**src/usir_params.svh**
```systemverilog
// Purpose: Offsets, field positions, reset values and codes of the UART status/interrupt block
// Assumes: Included by the design files by its bare name
// Notes: Definitions only
//
// Contract
// - Receive-ready sets on character load; clears on buffer read or zero write.
// - Overrun sets when a character lands on an unread one; LSR read clears.
// - Parity-error flag sets on bad parity; LSR read clears it.
// - Framing-error flag sets when the stop bit is sampled at zero.
// - Break flag sets when receive input stays low over a character time.
// - Hold-empty sets on hold-to-shift transfer, clears on hold write, may interrupt.
// - Shift-empty sets while shifter idles, clears on hold-to-shift transfer.
// - Line status bit 7 always reads zero.
// - Overrun, parity, framing or break raise the line status interrupt.
// - Priority: line status, then received data, then hold empty, then modem.
// - Addressing the identification register freezes the shown interrupt.
// - Identification bit 0 is zero when pending, one when none.
// - Identification bits 2:1 are 11, 10, 01, 00 by source.
// - Identification bits 7:3 always read zero.
// - Four enables: data, hold empty, line status, modem; bits 7:4 read zero.
// - All enables cleared inhibits identification and pin; status still updates.
// - Terminal-ready follows control bit 0; low with strap requests command state.
// - Control bits 1 and 2 only held; bits 7:5 read zero. The code also drives send_request and aux1 from bits 1 and 2.
// - Interrupt pin floats whenever control bit 3 is zero.
// - Modem change bits set on input change, cleared by modem status read.
// - Bit 2 sets on ring falling edge; bit 3 on carrier change.
// - Bits 1:0 read zero, 5:4 one, 6 inverted ring, 7 carrier.
// - Ring trailing flag or carrier change raises the modem interrupt when enabled.
`ifndef USIR_PARAMS_SVH
`define USIR_PARAMS_SVH

`define USIR_AW 5
`define USIR_OFF_DATA 5'h00
`define USIR_OFF_IER 5'h04
`define USIR_OFF_IIR 5'h08
`define USIR_OFF_MCR 5'h10
`define USIR_OFF_LSR 5'h14
`define USIR_OFF_MSR 5'h18

`define USIR_LSR_DR 0
`define USIR_LSR_OE 1
`define USIR_LSR_PE 2
`define USIR_LSR_FE 3
`define USIR_LSR_BI 4
`define USIR_LSR_TX_HOLD_EMPTY 5
`define USIR_LSR_TX_SHIFT_EMPTY 6

`define USIR_IER_RDA 0
`define USIR_IER_TX_HOLD_EMPTY 1
`define USIR_IER_RLS 2
`define USIR_IER_MS 3

`define USIR_MCR_DTR 0
`define USIR_MCR_RTS 1
`define USIR_MCR_AUX1 2
`define USIR_MCR_AUX2 3

`define USIR_MSR_RING_TRAILING_EDGE 2
`define USIR_MSR_DCDC 3

`define USIR_ID_NONE 3'h1
`define USIR_ID_RLS 3'h6
`define USIR_ID_RDA 3'h4
`define USIR_ID_TX_HOLD_EMPTY 3'h2
`define USIR_ID_MS 3'h0

`define USIR_IER_RST 4'h0
`define USIR_MCR_RST 5'h00
`define USIR_MSR_ONES 2'h3
`define USIR_SYNC_STAGES 3

`endif

```
**src/usir_pkg.sv**
```systemverilog
// Purpose: Types shared by the UART status/interrupt block
// Assumes: Nothing beyond the language
// Notes: Constants live in usir_params.svh
package usir_pkg;

   // Receive datapath events, one-cycle pulses
   typedef struct packed {
      logic load;
      logic parity_bad;
      logic stop_zero;
      logic brk;
   } usir_rx_ev_t;

   // Transmit datapath status
   typedef struct packed {
      logic hold_to_shift;
      logic shift_idle;
   } usir_tx_st_t;

   // Modem control outputs
   typedef struct packed {
      logic terminal_ready;
      logic send_request;
      logic aux1;
      logic aux2;
   } usir_mctl_t;

endpackage

```
**src/usir_sync.sv**
```systemverilog
// Purpose: Three-stage synchroniser with agreement filter
// Assumes: Inputs come from outside the clk domain
// Notes: Output moves only once stages two and three agree
module usir_sync #(
   parameter int W = 2
) (
   input wire logic clk,
   input wire logic rst,
   input wire logic [W-1:0] d,
   output logic [W-1:0] q
);
   logic [W-1:0] s1;
   logic [W-1:0] s2;
   logic [W-1:0] s3;

   // Stage one feeds stage two only
   always_ff @(posedge clk or posedge rst)
   begin
      if (rst)
      begin
         s1 <= '0;
         s2 <= '0;
         s3 <= '0;
      end
      else
      begin
         s1 <= d;
         s2 <= s1;
         s3 <= s2;
      end
   end

   // Accept a level once two stages match
   always_ff @(posedge clk or posedge rst)
   begin
      if (rst)
         q <= '0;
      else
         q <= (s2 & s3) | (q & (s2 | s3));
   end
endmodule // usir_sync

```
**src/usir_flag.sv**
```systemverilog
// Purpose: Sticky status flag
// Assumes: Set and clear are same-clock strobes
// Notes: Set wins over clear so no event is lost
module usir_flag #(
   parameter bit RST_VAL = 1'b0
) (
   input wire logic clk,
   input wire logic rst,
   input wire logic set,
   input wire logic clr,
   output logic q
);
   // Set has priority
   always_ff @(posedge clk or posedge rst)
   begin
      if (rst)
         q <= RST_VAL;
      else if (set)
         q <= 1'b1;
      else if (clr)
         q <= 1'b0;
   end
endmodule // usir_flag

```
**src/usir_top.sv**
```systemverilog
// Purpose: Line status, interrupt identification and modem control/status registers
// Assumes: APB slave, one wait state; receive and transmit datapath on clk
// Notes: Read side effects act at the first access edge, with data capture
`include "usir_params.svh"

module usir_top (
   input wire logic clk,
   input wire logic rst,
   input wire logic psel,
   input wire logic penable,
   input wire logic pwrite,
   input wire logic [`USIR_AW-1:0] paddr,
   input wire logic [31:0] pwdata,
   output logic [31:0] prdata,
   output logic pready,
   output logic pslverr,
   input wire usir_pkg::usir_rx_ev_t rx_ev,
   input wire logic [7:0] rx_data,
   input wire usir_pkg::usir_tx_st_t tx_st,
   output logic [7:0] tx_data,
   output logic tx_load,
   input wire logic call_alert_in,
   input wire logic carrier_detect,
   input wire logic hangup_strap,
   output usir_pkg::usir_mctl_t modem_ctl,
   output logic command_state_req,
   output logic irq_out,
   output logic irq_oe_n
);
   // Bus phase strobes
   wire rd_stb;
   wire wr_stb;
   wire first_acc;

   // Address decode
   wire sel_data;
   wire sel_ier;
   wire sel_iir;
   wire sel_mcr;
   wire sel_lsr;
   wire sel_msr;
   wire mapped;

   // Service actions
   wire rbr_read;
   wire thr_write;
   wire lsr_read;
   wire lsr_write;
   wire msr_read;
   wire iir_read;

   // Register contents
   logic [3:0] ier;
   logic [4:0] mcr;
   logic [2:0] iir_id;
   logic [7:0] lsr_val;
   logic [7:0] msr_val;
   logic [7:0] rd_mux;

   // Status flags
   logic dr;
   logic oe;
   logic pe;
   logic fe;
   logic bi;
   logic tx_hold_empty;
   logic tx_shift_empty;
   logic next_tx_shift_empty;
   logic tx_hold_empty_pend;
   logic ring_trailing_edge;
   logic dcd_chg;

   // Synchronised modem inputs
   logic [2:0] pins_s;
   wire ring_s;
   wire dcd_s;
   wire strap_s;
   logic ring_d;
   logic dcd_d;

   // Interrupt sources
   wire src_rls;
   wire src_rda;
   wire src_tx_hold_empty;
   wire src_ms;
   logic [2:0] next_id;

   // Bus phase strobes
   assign first_acc = psel & penable & ~pready;
   assign rd_stb = first_acc & ~pwrite;
   assign wr_stb = psel & penable & pready & pwrite;

   // Address decode
   assign sel_data = (paddr == `USIR_OFF_DATA);
   assign sel_ier = (paddr == `USIR_OFF_IER);
   assign sel_iir = (paddr == `USIR_OFF_IIR);
   assign sel_mcr = (paddr == `USIR_OFF_MCR);
   assign sel_lsr = (paddr == `USIR_OFF_LSR);
   assign sel_msr = (paddr == `USIR_OFF_MSR);
   assign mapped = sel_data | sel_ier | sel_iir | sel_mcr | sel_lsr | sel_msr;

   // Service actions seen by the flags
   assign rbr_read = rd_stb & sel_data;
   assign thr_write = wr_stb & sel_data;
   assign lsr_read = rd_stb & sel_lsr;
   assign lsr_write = wr_stb & sel_lsr;
   assign msr_read = rd_stb & sel_msr;
   assign iir_read = rd_stb & sel_iir;

   // One wait state; ready and error come from flops
   always_ff @(posedge clk or posedge rst)
   begin
      if (rst)
      begin
         pready <= 1'b0;
         pslverr <= 1'b0;
      end
      else
      begin
         pready <= first_acc;
         pslverr <= first_acc & ~mapped;
      end
   end

   // Read data captured at the first access edge
   always_ff @(posedge clk or posedge rst)
   begin
      if (rst)
         prdata <= 32'h0000_0000;
      else if (rd_stb)
         prdata <= {24'h00_0000, rd_mux};
   end

   // Read data selection
   always_comb
   begin
      rd_mux = 8'h00;
      unique case (1'b1)
         sel_data: rd_mux = rx_data;
         sel_ier: rd_mux = {4'h0, ier};
         sel_iir: rd_mux = {5'h00, iir_id};
         sel_mcr: rd_mux = {3'h0, mcr};
         sel_lsr: rd_mux = lsr_val;
         sel_msr: rd_mux = msr_val;
         default: rd_mux = 8'h00;
      endcase
   end

   // Enable and modem control registers
   always_ff @(posedge clk or posedge rst)
   begin
      if (rst)
      begin
         ier <= `USIR_IER_RST;
         mcr <= `USIR_MCR_RST;
      end
      else
      begin
         if (wr_stb & sel_ier)
            ier <= pwdata[3:0];
         if (wr_stb & sel_mcr)
            mcr <= pwdata[4:0];
      end
   end

   // Holding register write passes the character on
   always_ff @(posedge clk or posedge rst)
   begin
      if (rst)
      begin
         tx_data <= 8'h00;
         tx_load <= 1'b0;
      end
      else
      begin
         tx_load <= thr_write;
         if (thr_write)
            tx_data <= pwdata[7:0];
      end
   end

   // Receive-ready flag
   usir_flag u_dr (
      .clk(clk),
      .rst(rst),
      .set(rx_ev.load),
      .clr(rbr_read | (lsr_write & ~pwdata[`USIR_LSR_DR])),
      .q(dr)
   );

   // Overrun: new character while the previous one is unread
   usir_flag u_oe (
      .clk(clk),
      .rst(rst),
      .set(rx_ev.load & dr & ~rbr_read),
      .clr(lsr_read),
      .q(oe)
   );

   // Parity fault
   usir_flag u_pe (
      .clk(clk),
      .rst(rst),
      .set(rx_ev.parity_bad),
      .clr(lsr_read),
      .q(pe)
   );

   // Framing fault, cleared with the other errors on a status read
   usir_flag u_fe (
      .clk(clk),
      .rst(rst),
      .set(rx_ev.stop_zero),
      .clr(lsr_read),
      .q(fe)
   );

   // Break seen
   usir_flag u_bi (
      .clk(clk),
      .rst(rst),
      .set(rx_ev.brk),
      .clr(lsr_read),
      .q(bi)
   );

   // Holding register empty; reset shows empty
   usir_flag #(.RST_VAL(1'b1)) u_tx_hold_empty (
      .clk(clk),
      .rst(rst),
      .set(tx_st.hold_to_shift),
      .clr(thr_write),
      .q(tx_hold_empty)
   );

   // Hold-empty interrupt request, also served by an ID read reporting it
   usir_flag u_tx_hold_empty_pend (
      .clk(clk),
      .rst(rst),
      .set(tx_st.hold_to_shift),
      .clr(thr_write | (iir_read & (iir_id == `USIR_ID_TX_HOLD_EMPTY))),
      .q(tx_hold_empty_pend)
   );

   // Shift register empty: a transfer makes it busy
   assign next_tx_shift_empty = tx_st.hold_to_shift ? 1'b0 : (tx_st.shift_idle ? 1'b1 : tx_shift_empty);

   always_ff @(posedge clk or posedge rst)
   begin
      if (rst)
         tx_shift_empty <= 1'b1;
      else
         tx_shift_empty <= next_tx_shift_empty;
   end

   // Line status image, top bit tied low
   assign lsr_val = {1'b0, tx_shift_empty, tx_hold_empty, bi, fe, pe, oe, dr};

   // Modem pins and strap through the synchroniser
   usir_sync #(.W(3)) u_sync (
      .clk(clk),
      .rst(rst),
      .d({hangup_strap, carrier_detect, call_alert_in}),
      .q(pins_s)
   );

   assign ring_s = pins_s[0];
   assign dcd_s = pins_s[1];
   assign strap_s = pins_s[2];

   // Previous levels for change detection
   always_ff @(posedge clk or posedge rst)
   begin
      if (rst)
      begin
         ring_d <= 1'b0;
         dcd_d <= 1'b0;
      end
      else
      begin
         ring_d <= ring_s;
         dcd_d <= dcd_s;
      end
   end

   // Ring trailing edge
   usir_flag u_ring_trailing_edge (
      .clk(clk),
      .rst(rst),
      .set(ring_d & ~ring_s),
      .clr(msr_read),
      .q(ring_trailing_edge)
   );

   // Carrier change
   usir_flag u_dcdc (
      .clk(clk),
      .rst(rst),
      .set(dcd_d ^ dcd_s),
      .clr(msr_read),
      .q(dcd_chg)
   );

   // Modem status image
   assign msr_val = {dcd_s, ~ring_s, `USIR_MSR_ONES, dcd_chg, ring_trailing_edge, 2'h0};

   // Enabled interrupt sources
   assign src_rls = ier[`USIR_IER_RLS] & (oe | pe | fe | bi);
   assign src_rda = ier[`USIR_IER_RDA] & dr;
   assign src_tx_hold_empty = ier[`USIR_IER_TX_HOLD_EMPTY] & tx_hold_empty_pend;
   assign src_ms = ier[`USIR_IER_MS] & (ring_trailing_edge | dcd_chg);

   // Highest pending source; nothing enabled reads as none
   always_comb
   begin
      next_id = `USIR_ID_NONE;
      if (src_rls)
         next_id = `USIR_ID_RLS;
      else if (src_rda)
         next_id = `USIR_ID_RDA;
      else if (src_tx_hold_empty)
         next_id = `USIR_ID_TX_HOLD_EMPTY;
      else if (src_ms)
         next_id = `USIR_ID_MS;
   end

   // Identification held while the register is addressed
   always_ff @(posedge clk or posedge rst)
   begin
      if (rst)
         iir_id <= `USIR_ID_NONE;
      else if (!(psel & sel_iir))
         iir_id <= next_id;
   end

   // Interrupt pin and its drive gate
   always_ff @(posedge clk or posedge rst)
   begin
      if (rst)
      begin
         irq_out <= 1'b0;
         irq_oe_n <= 1'b1;
      end
      else
      begin
         irq_out <= ~next_id[0];
         irq_oe_n <= ~mcr[`USIR_MCR_AUX2];
      end
   end

   // Modem control outputs and command-state request
   always_ff @(posedge clk or posedge rst)
   begin
      if (rst)
      begin
         modem_ctl <= '0;
         command_state_req <= 1'b0;
      end
      else
      begin
         modem_ctl.terminal_ready <= mcr[`USIR_MCR_DTR];
         modem_ctl.send_request <= mcr[`USIR_MCR_RTS];
         modem_ctl.aux1 <= mcr[`USIR_MCR_AUX1];
         modem_ctl.aux2 <= mcr[`USIR_MCR_AUX2];
         command_state_req <= strap_s & ~mcr[`USIR_MCR_DTR];
      end
   end

endmodule // usir_top

```
**config.mk**
```make
export PLATFORM = sky130hd
export DESIGN_NAME = usir_top
export DESIGN_NICKNAME = d
export VERILOG_FILES = /design/src/usir_pkg.sv /design/src/usir_sync.sv /design/src/usir_flag.sv /design/src/usir_top.sv
export VERILOG_INCLUDE_DIRS = /design/src /design/src/src
export SDC_FILE = /design/constraint.sdc
export NUM_CORES = 1
export LEC_CHECK = 0
export BUFFER_PORTS_ARGS = -buffer_cell sky130_fd_sc_hd__buf_4
export CAP_MARGIN = 20
export CORE_ASPECT_RATIO = 1.75
export CORE_MARGIN = 4
export CORE_UTILIZATION = 40
export CTS_CLUSTER_DIAMETER = 120
export DETAILED_ROUTE_END_ITERATION = 16
export PLACE_DENSITY = 0.68
export SLEW_MARGIN = 20
export SYNTH_ARGS = -nofsm -noshare
export SYNTH_HDL_FRONTEND = slang
export SYNTH_SLANG_ARGS = --single-unit
```
**constraint.sdc**
```tcl
create_clock -name clk -period 3.55 [get_ports clk]
set_input_delay 0.5325 -clock clk [delete_from_list [all_inputs] [get_ports clk]]
set_output_delay 0.5325 -clock clk [all_outputs]
set_load 0.05 [all_outputs]
```
==> metrics <==
status=complete, no violations; Final period util=0.545; Routed Antenna Nets=0; via count=1826; initial cell density of the core=0.416; Die H=around 120 um; Seq/Total Area, Yosys=0.568; max cap viols=0; endpoints failing setup=0; pins over their slew limit=0; Pwr Total=between 1.5 and 2 mW; synthesis-to-finish area growth=25.5%; Worst setup SP type=input pin; Worst Setup Slack, final=between 1.5 and 2 ns; Final Util=0.522; WL/cell=~16 um; Die Width=between 70 and 80 um; Mapped Area=2740 um^2; Post-CTS Setup Bufs=0; initial DRC count=90; global route overflow=0; later-pin clock latency in the skew report=roughly 0.33 ns; multi-input logic area=1010 um^2; root buffer cell=clkbuf_16; placed inst area=3150 um^2; EDFF count, synth=0; RSZ-0062 raised after global routing=false; finished layout cell area=3440 um^2; Least-Margin Pin Slew=approximately 0.92 ns; Leak Pwr=around 1.6 nW; most common flop cell mapped by yosys=dfrtp_1; Residual DRC=0; hold depth=1; vias in the first global route=around 1900; Routed WL=between 6 and 7 mm; post-synth cell types=54; syn avg cell area=12.2 um^2; PD cells=around 540 nW/um^2; H-tree levels=3; top cell type's share of synthesized area=0.530; YS warnings=0; CP delay by family, top=simple AND/OR/NAND/NOR gates; Ports=109; DIE AREA=8290 um^2; buffers added on ports=60; final hold vios=0; Max IR drop VDD=0.281 mV; worst path cell trace=buf_4, nor4_4, and2_1, nand2_8, clkinv_2, mux2_1; Min Hold Slack=~0.31 ns; ranking of synthesized cells by area=dfrtp_1, buf_4, dfstp_2, mux2_2, mux2_4; cell taking the most area after synthesis=dfrtp_1; Num Clock Sinks=62; GRT Total Usage=0.155; Hold Buf Count CTS=0; Slew HR=0.384; router iterations before antenna repair=4; FMAX=0.517 GHz; setup tns final=0 ns; register area=1560 um^2; clock period minus worst slack=between 1.5 and 2 ns; DP HPWL=roughly 4.6 mm; Vias/cell=between 4 and 5; Crit Path Class=input pin to flip-flop; ANT cells=0; Setup crit end kind=flip-flop; CTS clk-pin slew, worst paths=0.05 ns; GP Congestion=0.858; critical path data arrival time=roughly 2.1 ns; final net count=between 300 and 400; Slowest-stage cell, CP=and2_1; Worst Path Buf+Inv=2; initial antenna violation count=0; Fillers=between 600 and 700; Final Non-Filler Cells=approximately 370; Placed Cells=359; Req. time, crit path=~3.8 ns; Syn Inst Count=between 200 and 250; share of layout cells above drive strength 1=0.339; Num CTS Buffers=9; commonest non-fill, non-tap cell in the layout=buf_4; critical-path maximum fanout=11; Core ar.=roughly 6600 um^2; FF-to-FF path depth=3; Hold WC Path Type=input pin to flip-flop; global-route wire length before repair=9.65 mm; post-CTS sizing=0; slowest stage delay, CP=0.50 ns; Yosys reg bits=62; clock skew=about 0.0035 ns; TritonCTS clock tree=built; Placement Setup Slack=between 1 and 1.5 ns; critical path depth=6; largest net degree at the start of global routing=35; CTS max path bufs=2; Async SR Flop Fraction=1.00; row count=39; most frequent cells in the layout=buf_4, dfrtp_1, conb_1
-- cell usage after synthesis (all sizes together) (2+ instances only) --
master / instances
o2bb2ai: 2
nor4: 2
a22o: 2
a21o: 5
a211oi: 2
nor3b: 2
dfrtp: 58
a31o: 2
nand3: 4
nand2: 17
mux2: 17
maj3: 3
a221oi: 4
nand2b: 2
inv: 5
nand3b: 3
a31oi: 3
clkbuf: 2
o21ai: 7
nor4bb: 3
nand4: 2
nor2b: 3
nor2: 16
nor3: 5
mux2i: 4
buf: 30
dfstp: 4
-- path summary, 6_finish.rpt --
path | start | to | slack [ns]
max | paddr[4] | tx_data[6] | 1.62
min | carrier_detect | u_sync.s1[1] | 0.31
max reg2reg | pready | u_oe.q | 1.68
min reg2reg | u_sync.s1[0] | u_sync.s2[0] | 0.34
max in group asynchronous | rst | iir_id[0] | 2.34
min in group asynchronous | rst | u_sync.s1[1] | 0.33
-- flip-flops by register name, summed over array words and instances, names as in the netlist, 3 cells and up --
| signal | cells |
|---|---|
| tx_data | 8 |
| modem_ctl | 4 |
| mcr | 5 |
| u_sync.q | 3 |
| ier | 4 |
| iir_id | 3 |
| u_sync.s1 | 3 |
| prdata | 8 |
| u_sync.s3 | 3 |
| u_sync.s2 | 3 |
-- report_power, final --
group	switching [mW]	total, mW	internal (mW)
combinational	0.176	0.247	0.0706
sequential	0.0191	0.761	0.742
clock	0.286	0.845	0.558
-- area by class of cell --
| type | instances | area share |
|---|---|---|
| Tap cell | 82 | 0.0298 |
| Multi-Input combinational cell | 148 | 0.295 |
| Clock buffer | 14 | 0.0739 |
| Inverter | 6 | 0.00691 |
| Timing Repair Buffer | 61 | 0.133 |
| Clock inverter | 1 | 0.00873 |
| Sequential cell | 62 | 0.453 |
-- cells by family after synthesis --
logic type,Yosys count,synth area share
multiplexers,21,0.0914
buffers and inverters,38,0.0932
flip-flops,62,0.568
other,1,0.00137
AO/OA/AOI/OAI,36,0.0973
adder cells (fa/ha/maj),3,0.0110
AND/OR/NAND/NOR,63,0.134
XOR/XNOR,1,0.00320
-- per-layer routing --
| layer | part of all wire | GRT usage |
|---|---|---|
| met2 | 0.55 | 0.269 |
| met3 | 0.061 | 0.0470 |
| met1 | 0.37 | 0.164 |
| met4 | 0.023 | 0.0824 |
| met5 | 0 | 0 |
Note: power is estimated with default switching activity, not from simulation.
